**src/logic/bel_consts.svh**
```systemverilog
`ifndef BEL_CONSTS_SVH
`define BEL_CONSTS_SVH
// Behaviour
// - bus error code in 15:0: prefix 00001, participation, timeout, request, io, level
// - bit 16 is one on address parity error, else zero
// - bit 17 is set on a hard failure indication in a response
// - bit 18 is set on a parity error in a response
// - bit 19 is set on data parity error, controller or bus access
// - bit 20 flags write-back controller access on matching part only
// - bits 21, 22, 23 flag strobe tracker, strobe and address glitches
// - cache error code in 15:0: prefix 00000001, request, type, level
// - bit 63 is set on every log; only software or reset clears it
// - logging while valid sets overflow; valid uncorrected never overwritten

// ==========================================================
// status register field positions
`define BEL_CODE_MSB 15
`define BEL_MS_LSB 16
`define BEL_MS_MSB 23
`define BEL_RSV_LSB 24
`define BEL_RSV_MSB 56
`define BEL_PCC_BIT 57
`define BEL_ADDRV_BIT 58
`define BEL_MISCV_BIT 59
`define BEL_EN_BIT 60
`define BEL_UC_BIT 61
`define BEL_OVER_BIT 62
`define BEL_ENTRY_VALID_BIT 63

// ==========================================================
// model-specific bit positions inside bits 23:16
`define BEL_MS_ADDR_PAR 0
`define BEL_MS_RESP_FAIL 1
`define BEL_MS_RESP_PAR 2
`define BEL_MS_DATA_PAR 3
`define BEL_MS_BAD_ICS 4
`define BEL_MS_PAD_SM 5
`define BEL_MS_STROBE 6
`define BEL_MS_ADDR_GL 7

// ==========================================================
// code prefixes and reset value
`define BEL_BUS_PREFIX 5'h01
`define BEL_CACHE_PREFIX 8'h01
`define BEL_STATUS_RESET 64'h0000_0000_0000_0000
`define BEL_WRITE_MASK 64'hFE00_0000_00FF_FFFF
`endif

```
**src/logic/bel_pkg.sv**
```systemverilog
package bel_pkg;
    // bus error report from the detection logic
    typedef struct packed {
        logic [1:0] participation_field;
        logic timeout;
        logic [3:0] request_field;
        logic [1:0] memory_io_field;
        logic [1:0] hierarchy_level_field;
        logic addr_parity;
        logic resp_hard_fail;
        logic resp_parity;
        logic data_parity;
        logic wb_to_interrupt_controller_space;
        logic pad_sm_unsync;
        logic strobe_glitch;
        logic addr_glitch;
    } bel_bus_err_t;

    // cache hierarchy error report
    typedef struct packed {
        logic [3:0] request_field;
        logic [1:0] transaction_type_field;
        logic [1:0] hierarchy_level_field;
    } bel_cache_err_t;
endpackage

```
**src/logic/bel_err_if.sv**
```systemverilog
interface bel_err_if;
    import bel_pkg::*;
    bel_bus_err_t bus;
    bel_cache_err_t cache;
    logic bus_ev;
    logic [15:0] code;
    logic [7:0] model_bits;
    modport src (output bus, cache, bus_ev, input code, model_bits);
    modport enc (input bus, cache, bus_ev, output code, model_bits);
endinterface

```
**src/logic/bel_code_enc.sv**
```systemverilog
`include "bel_consts.svh"
module bel_code_enc #(
    parameter logic PART_MATCH = 1'b1
) (
    bel_err_if.enc err
);
    import bel_pkg::*;

    // ==========================================================
    // compound code builders
    function automatic logic [15:0] bus_code(input bel_bus_err_t b);
        bus_code = {`BEL_BUS_PREFIX, b.participation_field, b.timeout,
            b.request_field, b.memory_io_field, b.hierarchy_level_field};
    endfunction

    function automatic logic [15:0] cache_code(input bel_cache_err_t c);
        cache_code = {`BEL_CACHE_PREFIX, c.request_field,
            c.transaction_type_field, c.hierarchy_level_field};
    endfunction

    // bus error wins the code field when both arrive together
    wire [15:0] bus_w = bus_code(err.bus);
    wire [15:0] cache_w = cache_code(err.cache);
    assign err.code = err.bus_ev ? bus_w : cache_w;

    // model-specific bits, only for bus errors
    wire [7:0] ms_w;
    assign ms_w[`BEL_MS_ADDR_PAR] = err.bus.addr_parity;
    assign ms_w[`BEL_MS_RESP_FAIL] = err.bus.resp_hard_fail;
    assign ms_w[`BEL_MS_RESP_PAR] = err.bus.resp_parity;
    assign ms_w[`BEL_MS_DATA_PAR] = err.bus.data_parity;
    assign ms_w[`BEL_MS_BAD_ICS] = PART_MATCH
        & err.bus.wb_to_interrupt_controller_space;
    assign ms_w[`BEL_MS_PAD_SM] = err.bus.pad_sm_unsync;
    assign ms_w[`BEL_MS_STROBE] = err.bus.strobe_glitch;
    assign ms_w[`BEL_MS_ADDR_GL] = err.bus.addr_glitch;
    assign err.model_bits = err.bus_ev ? ms_w : 8'h00;
endmodule

```
**src/logic/bel_logger.sv**
```systemverilog
`include "bel_consts.svh"
module bel_logger #(
    // arbitrary value standing for the one part with the extra bit
    parameter logic [31:0] FLAGGED_SIGNATURE = 32'h0000_0A5C,
    // arbitrary value of this part's own signature
    parameter logic [31:0] PART_SIGNATURE = 32'h0000_0A5C
) (
    input wire logic sys_clk_i,
    input wire logic resetn_i,
    input wire logic bus_ev_i,
    input wire bel_pkg::bel_bus_err_t bus_err_i,
    input wire logic cache_ev_i,
    input wire bel_pkg::bel_cache_err_t cache_err_i,
    input wire logic err_uc_i,
    input wire logic err_en_i,
    input wire logic err_pcc_i,
    input wire logic err_addrv_i,
    input wire logic err_miscv_i,
    input wire logic rd_en_i,
    input wire logic wr_en_i,
    input wire logic [63:0] wr_data_i,
    output logic [63:0] rd_data_o,
    output logic rd_valid_o,
    output logic [63:0] status_o,
    output logic logged_o
);
    import bel_pkg::*;

    localparam logic PART_MATCH = (PART_SIGNATURE == FLAGGED_SIGNATURE);

    logic [63:0] status_reg;
    logic [63:0] status_next;
    logic [63:0] rd_data_reg;
    logic rd_valid_reg;
    logic logged_reg;
    logic last_bus_reg;

    // ==========================================================
    // error code encoder
    bel_err_if err ();
    assign err.bus = bus_err_i;
    assign err.cache = cache_err_i;
    assign err.bus_ev = bus_ev_i;

    bel_code_enc #(.PART_MATCH(PART_MATCH)) u_enc (
        .err(err.enc)
    );

    // ==========================================================
    // software write mask, bit 20 stays reserved on other parts
    localparam logic [63:0] ICS_BIT_MASK =
        64'h1 << (`BEL_MS_LSB + `BEL_MS_BAD_ICS);
    wire [63:0] wr_mask_w = PART_MATCH ? `BEL_WRITE_MASK
        : (`BEL_WRITE_MASK & ~ICS_BIT_MASK);

    // software write applies first, so a same-cycle event wins
    wire ev_any = bus_ev_i | cache_ev_i;
    wire [63:0] base_w = wr_en_i ? (wr_data_i & wr_mask_w)
                                 : status_reg;
    wire old_valid_w = base_w[`BEL_ENTRY_VALID_BIT];
    wire old_uc_w = base_w[`BEL_UC_BIT];
    wire old_en_w = base_w[`BEL_EN_BIT];

    // overwrite policy while an entry is valid
    wire overwrite_w = !old_valid_w
        | (!old_uc_w & (err_uc_i | (err_en_i & !old_en_w)));
    wire over_w = old_valid_w | base_w[`BEL_OVER_BIT];

    // fresh entry built from the encoder and the event flags
    wire [63:0] entry_w = {1'b1, over_w, err_uc_i, err_en_i,
        err_miscv_i, err_addrv_i, err_pcc_i, 33'h0,
        err.model_bits, err.code};

    // entry kept, only overflow raised
    wire [63:0] kept_w = base_w | (64'h1 << `BEL_OVER_BIT);

    // ==========================================================
    // next status value
    always_comb begin
        if (!ev_any) begin
            status_next = base_w;
        end else if (overwrite_w) begin
            status_next = entry_w;
        end else begin
            status_next = kept_w;
        end
    end

    // status register, only software or reset clears the valid flag
    always_ff @(posedge sys_clk_i) begin
        if (!resetn_i) begin
            status_reg <= `BEL_STATUS_RESET;
        end else begin
            status_reg <= status_next;
        end
    end

    // ==========================================================
    // register read port and log indication
    always_ff @(posedge sys_clk_i) begin
        if (!resetn_i) begin
            rd_data_reg <= 64'h0000_0000_0000_0000;
            rd_valid_reg <= 1'b0;
            logged_reg <= 1'b0;
            last_bus_reg <= 1'b0;
        end else begin
            rd_valid_reg <= rd_en_i;
            if (rd_en_i) begin
                rd_data_reg <= status_reg;
            end
            logged_reg <= ev_any & overwrite_w;
            last_bus_reg <= bus_ev_i;
        end
    end

    assign rd_data_o = rd_data_reg;
    assign rd_valid_o = rd_valid_reg;
    assign status_o = status_reg;
    assign logged_o = logged_reg;
endmodule

```
**config.mk**
```make
export PLATFORM = sky130hd
export DESIGN_NAME = bel_logger
export DESIGN_NICKNAME = d
export VERILOG_FILES = /design/src/logic/bel_pkg.sv /design/src/logic/bel_err_if.sv /design/src/logic/bel_code_enc.sv /design/src/logic/bel_logger.sv
export VERILOG_INCLUDE_DIRS = /design/src /design/src/logic
export SDC_FILE = /design/constraint.sdc
export NUM_CORES = 1
export LEC_CHECK = 0
export BUFFER_PORTS_ARGS = -buffer_cell sky130_fd_sc_hd__clkbuf_2
export CORE_MARGIN = 2
export CORE_UTILIZATION = 46
export CTS_CLUSTER_DIAMETER = 80
export DETAILED_ROUTE_END_ITERATION = 10
export PLACE_DENSITY_LB_ADDON = 0.08
export SYNTH_ARGS = -nofsm -noshare
export SYNTH_HDL_FRONTEND = slang
export SYNTH_SLANG_ARGS = --single-unit
```
**constraint.sdc**
```tcl
create_clock -name sys_clk_i -period 2 [get_ports sys_clk_i]
set_input_delay 0.4 -clock sys_clk_i [delete_from_list [all_inputs] [get_ports sys_clk_i]]
set_output_delay 0.4 -clock sys_clk_i [all_outputs]
set_load 0.03 [all_outputs]
```
==> results of run 1 <==
[kinds of logic after synthesis]
family	share of synthesized area, %
DFF	55.4
and+or+nand+nor	13.0
muxes	20.3
AOI/OAI and AO/OA	7.89
buffers and inverters	3.41
[layout make-up]
type	count	area share, %
timing repair buffer	214	17.7
inverter	1	0.0576
tap	133	2.55
clock inverter	12	3.13
sequential	130	39.9
multi-input combinational	265	29.7
clock buffer	20	6.99
[sequential cells by signal, summed over array words and instances, names as in the netlist]
signal / flops
logged_o: 1
rd_data_o: 64
rd_valid_o: 1
status_o: 64
[placed cells by master (no fill, tap or decap), drive strengths merged]
cell type and n:
a211o 1, nand4 2, nor3 2, o2bb2ai 10
o221a 1, or3 1, and2 35, and3b 1
a2bb2oi 1, inv 1, dfxtp 130, buf 17
o311a 4, nand2 2, a221oi 8, a21oi 2
clkbuf 217, o22ai 1, bufinv 5, o21a 1
nor2b 8, a211oi 10, clkinvlp 3, nand3 2
nor2 71, mux2i 94, o21ai 5, and3 1
clkinv 4, mux2 1, o31ai 1
[cell usage after synthesis (2+ instances only)]
library cell and n:
a211oi_1 9, a21oi_1 2, a221oi_1 8, and2_1 35
buf_1 5, buf_2 11, buf_6 4, clkbuf_1 8
dfxtp_1 130, mux2i_1 94, nand2_1 2, nand3_1 2
nand4_1 2, nor2_1 70, nor2b_1 8, o21ai_0 4
o2bb2ai_1 10, o311a_1 4
[worst max-delay path, delay by kind of cell (launching register included)]
kind / cells / cell delay [ps]
buffers and inverters: 1 / 260
AO/OA/AOI/OAI: 3 / 790
flip-flops: 1 / 370
multiplexers: 1 / 160
[final timing paths]
kind | cells after the start | slack (ps) | endpoint
worst max-delay path | 5 | 310 | status_o[60]
worst min-delay path | 2 | 90 | status_o[10]
worst max register to register | 5 | 310 | status_o[60]
worst min register to register | 1 | 480 | status_o[51]
[layer usage]
metal  up-vias  routed length (um)  global-route usage [%]
met5         -                   0                       0
met4         0                 169                    6.95
met3        15                 854                    7.24
met2       142                5610                    35.8
met1      1755                4880                    25.4
li1       1892                   -                       -
[power breakdown]
part	leakage, uW	switching (uW)	internal (uW)	total [uW]
clock	0.000313	1110	2250	3360
combinational	0.00187	476	287	763
sequential	0.00106	65.9	2690	2750
[per-stage QoR]
step           setup slack [ps]  total power, uW  utilization, %
2_1_floorplan               180             3300               -
3_3_place_gp                104             3560            59.6
3_5_place_dp               77.4             3580            59.6
4_1_cts                     318             6940            66.3
5_1_grt                     163             7120            66.3
6_report                    312             6880            66.3
==> flow_metrics.py, run 1 <==
metrics = {
    "finish": {
        "n_antenna_cell": 0,
        "drive_above_1_share_pct": 39.3,
        "finish.instance_area_mm2": 0.00652,
        "final_nets": 731,
        "multi_input_area_mm2": 0.00193,
        "area_growth_pct": 38.8,
        "register_area_mm2": 0.00260,
        "fillerInstances": 836,
        "layout.cells.non_filler": 775,
    },
    "timing": {
        "hold_violations": 0,
        "worst_slew_pin_slew_ps": 559,
        "finClkSkew_ps": 8.63,
        "period_minus_slack_ps": 1690,
        "hold_slack_ps": 94.2,
        "setup_viol_count_final": 0,
        "rsz0062_at_grt": "no",
        "drv_slew": 0,
        "period_share_pct": 84.4,
        "setup-tns-final_ps": 0,
        "slew_headroom_pct": 62.5,
        "fmax_mhz": 592,
    },
    "route": {
        "drt_iter0_markers": 134,
        "drc": 0,
        "viasPerCell": 4.91,
        "wl_um": 11500,
        "wl_per_cell_um": 14.9,
        "ant_nets": 0,
        "firstDrtPassIters": 4,
        "vias": 3804,
    },
    "critical_path": {
        "slowest_stage": "a211oi_1",
        "crit_path_start_kind": "flip-flop",
        "crit_chain": "mux2i_1 -> a211oi_1 -> buf_4 -> o21ai_0 -> o311a_1",
        "worstSetupPathType": "reg2reg",
        "cp_max_fo": 9,
        "cp_data_arrival_time_ps": 2090,
        "critical_path.startpoint": "status_o[60]",
        "cp_slowest_stage_delay_ps": 550,
        "worstPathRequired_ps": 2400,
        "rr_startpoint": "status_o[60]",
        "cp-end-kind": "flip-flop",
    },
    "synth": {
        "yosys_warnings": 0,
        "synth.distinct_cells": 35,
        "syn-num-nets": 527,
        "ys_ff_latch": 130,
        "seq_area_frac_synth_pct": 55.4,
        "synth_flop_cell": "dfxtp_1",
        "synthesis.instances": 425,
        "syn_area_mm2": 0.00469,
        "synth_top_area_share_pct": 55.4,
        "synth_top_area_cell": "dfxtp_1",
        "async_flop_share_pct": 0,
        "synth_edf_count": 0,
        "synth_area_leaders": "dfxtp_1, mux2i_1, nor2_1, and2_1, o2bb2ai_1",
        "postSynthAreaPerCell_um2": 11.0,
    },
    "min_path": {
        "hp-start": "bus_err_i[18]",
        "hp-class": "in2reg",
    },
    "clocking": {
        "h-tree-depth": 4,
        "post_cts_buffers": 0,
        "clockBufferDepth": 2,
        "cts-resized-gates": 0,
        "clock_sinks": 130,
        "clk_pin_slew_ps": 60,
        "worstSkewPairLatency_ps": 510,
        "cts_root_buf": "clkbuf_8",
        "hold_buffers": 0,
        "tritoncts": "done",
        "cts_buffers": 17,
    },
    "floorplan": {
        "start_util_pct": 47.8,
        "die_height_um": 105,
        "core_mm2": 0.00982,
        "num_rows": 36,
        "num_io_pins": 232,
        "dieArea_mm2": 0.0110,
        "die-width_um": 105,
    },
    "global_route": {
        "overflow": 0,
        "grt_pass1_vias": 3665,
        "grt_usage_pct": 21.3,
        "antenna_found_initial": 0,
        "grt_max_degree": 40,
        "grt_pass1_wl_um": 18600,
    },
    "run": {
        "maxCapViolCount": 0,
    },
    "placement": {
        "placed_cells": 743,
        "placed_area_mm2": 0.00586,
        "io_buffers": 198,
        "post-dp-hpwl_um": 8170,
        "place_congestion": 0.780,
    },
    "run_status": {
        "status": "completed",
    },
    "pwr": {
        "power_per_cell_area_mw_per_mm2": 1060,
        "p_leak_uw": 0.00324,
        "peakVddDrop_uv": 538,
    },
}
Note: power is estimated with default switching activity, not from simulation.
==> run 2: changes to the inputs <==
==> constraint.sdc (replaced) <==
create_clock -name sys_clk_i -period 1.7 [get_ports sys_clk_i]
set_input_delay 0.34 -clock sys_clk_i [delete_from_list [all_inputs] [get_ports sys_clk_i]]
set_output_delay 0.34 -clock sys_clk_i [all_outputs]
set_load 0.03 [all_outputs]
==> run 2 against run 1 <==
Cell count rose by 0.77%. Utilization up 1.3 points. Clock skew is 0.86 ps lower. Combinational power up 23%. Sequential cell count stayed put. Clock power increased by 17%. Register-to-register slack lost 190 ps. Final area is 1.9% higher. Worst setup slack worse by 190 ps. Critical path depth shrank 1.
==> flow_metrics.py, run 2 (synthesis results as in run 1) <==
metrics = {
    "route": {
        "drt_iter0_markers": 121,
        "ant_nets": 0,
        "drc": 0,
        "wl_um": 11400,
        "vias": 3832,
        "viasPerCell": 4.91,
        "wl_per_cell_um": 14.6,
        "firstDrtPassIters": 4,
    },
    "finish": {
        "fin_util_pct": 67.6,
        "final_nets": 738,
        "n_antenna_cell": 0,
        "final_cell_mix": "clkbuf_2, dfxtp_1, mux2i_1",
        "drive_above_1_share_pct": 40.7,
        "finish.instance_area_mm2": 0.00664,
        "area_growth_pct": 41.5,
        "layout_commonest_cell": "clkbuf_2",
        "fillerInstances": 832,
    },
    "timing": {
        "rsz0062_at_grt": "no",
        "period_share_pct": 92.9,
        "hold_violations": 0,
        "fmax_mhz": 633,
        "slew_headroom_pct": 73.0,
        "drv_slew": 0,
        "finClkSkew_ps": 7.77,
        "setup-tns-final_ps": 0,
        "setup_viol_count_final": 0,
        "worst_slew_pin_slew_ps": 406,
        "period_minus_slack_ps": 1580,
    },
    "min_path": {
        "hp-start": "bus_err_i[6]",
        "hp-class": "in2reg",
        "min_to": "status_o[17]",
        "min_path_cells": 2,
    },
    "critical_path": {
        "worstPathRequired_ps": 2090,
        "cp_slowest_stage_delay_ps": 410,
        "cp_data_arrival_time_ps": 1970,
        "cp-end-kind": "flip-flop",
        "crit_chain": "and3b_1 -> or3_4 -> buf_4 -> o311a_1",
        "r2r-end": "status_o[60]",
        "cp_max_fo": 9,
        "worst-r2r-setup-slack_ps": 120,
        "slowest_stage": "or3_4",
        "worstSetupPathType": "reg2reg",
        "reg2reg_depth": 4,
        "crit_path_start_kind": "flip-flop",
        "rr_startpoint": "status_o[63]",
    },
    "clocking": {
        "clockBufferDepth": 2,
        "post_cts_buffers": 0,
        "worstSkewPairLatency_ps": 510,
        "tritoncts": "done",
        "clock_sinks": 130,
        "h-tree-depth": 4,
        "clk_pin_slew_ps": 60,
        "cts_buffers": 17,
        "cts_root_buf": "clkbuf_8",
        "hold_buffers": 0,
        "cts-resized-gates": 0,
    },
    "global_route": {
        "grt_max_degree": 41,
        "grt_pass1_wl_um": 18300,
        "antenna_found_initial": 0,
        "grt_pass1_vias": 3635,
        "grt_usage_pct": 20.8,
        "overflow": 0,
    },
    "floorplan": {
        "core_mm2": 0.00982,
        "die_height_um": 105,
        "start_util_pct": 47.8,
        "dieArea_mm2": 0.0110,
        "num_io_pins": 232,
        "num_rows": 36,
        "die-width_um": 105,
    },
    "pwr": {
        "p_leak_uw": 0.00329,
        "peakVddDrop_uv": 638,
        "power_per_cell_area_mw_per_mm2": 1220,
    },
    "placement": {
        "post-dp-hpwl_um": 8160,
        "placed_area_mm2": 0.00598,
        "io_buffers": 198,
        "place_congestion": 0.819,
    },
    "run": {
        "maxCapViolCount": 0,
    },
    "run_status": {
        "status": "completed",
    },
}
==> run 2: worst max path at each step <==
stage | start | endpoint | slack (ps) | depth (start not counted)
after floorplan | wr_en_i | status_o[24] | 10 | 7
after global placement | wr_en_i | status_o[58] | -130 | 5
after detailed placement | wr_en_i | status_o[60] | -170 | 5
after CTS | status_o[63] | status_o[60] | 50 | 4
after global routing | status_o[63] | status_o[60] | 60 | 5
final | status_o[63] | status_o[60] | 120 | 4
==> run 2: power by group <==
group | switching (uW) | internal, uW
clock network | 1290 | 2650
registers | 80.7 | 3160
logic | 567 | 374
==> run 2: area by class of cell <==
| class | instances | area, um2 | share of cell area (%) |
|---|---|---|---|
| clock buffer | 20 | 455 | 6.86 |
| inverter | 1 | 3.75 | 0.0565 |
| tap | 133 | 166 | 2.51 |
| timing repair buffer | 221 | 1250 | 18.9 |
| clock inverter | 11 | 200 | 3.01 |
| sequential | 130 | 2610 | 39.2 |
| multi-input combinational | 265 | 1960 | 29.5 |
==> run 2: worst max-delay path, delay by kind of cell (launching register included) <==
family / cells / cell delay [ps]
AO/OA/AOI/OAI: 1 / 320
AND/OR/NAND/NOR: 2 / 620
flip-flops: 1 / 350
buffers and inverters: 1 / 180
==> run 2: routing by layer <==
layer / share of wire (%) / wire (um) / vias up / global-route usage [%]
li1: - / - / 1905 / -
met1: 44 / 5030 / 1786 / 25.4
met2: 49 / 5530 / 131 / 34.9
met3: 6.3 / 716 / 10 / 5.99
met4: 1.1 / 125 / 0 / 7.43
met5: 0 / 0 / - / 0
==> run 2: metrics by stage <==
stage	hold WS (ps)	setup WS, ps	std cells	power (uW)
final	34.0	121	781	8120
after CTS	15.1	51.4	781	8180
after detailed placement	472	-174	750	4250
after global placement	468	-125	750	4240
after global routing	16.6	60.8	781	8420
after floorplan	457	11.8	425	3900
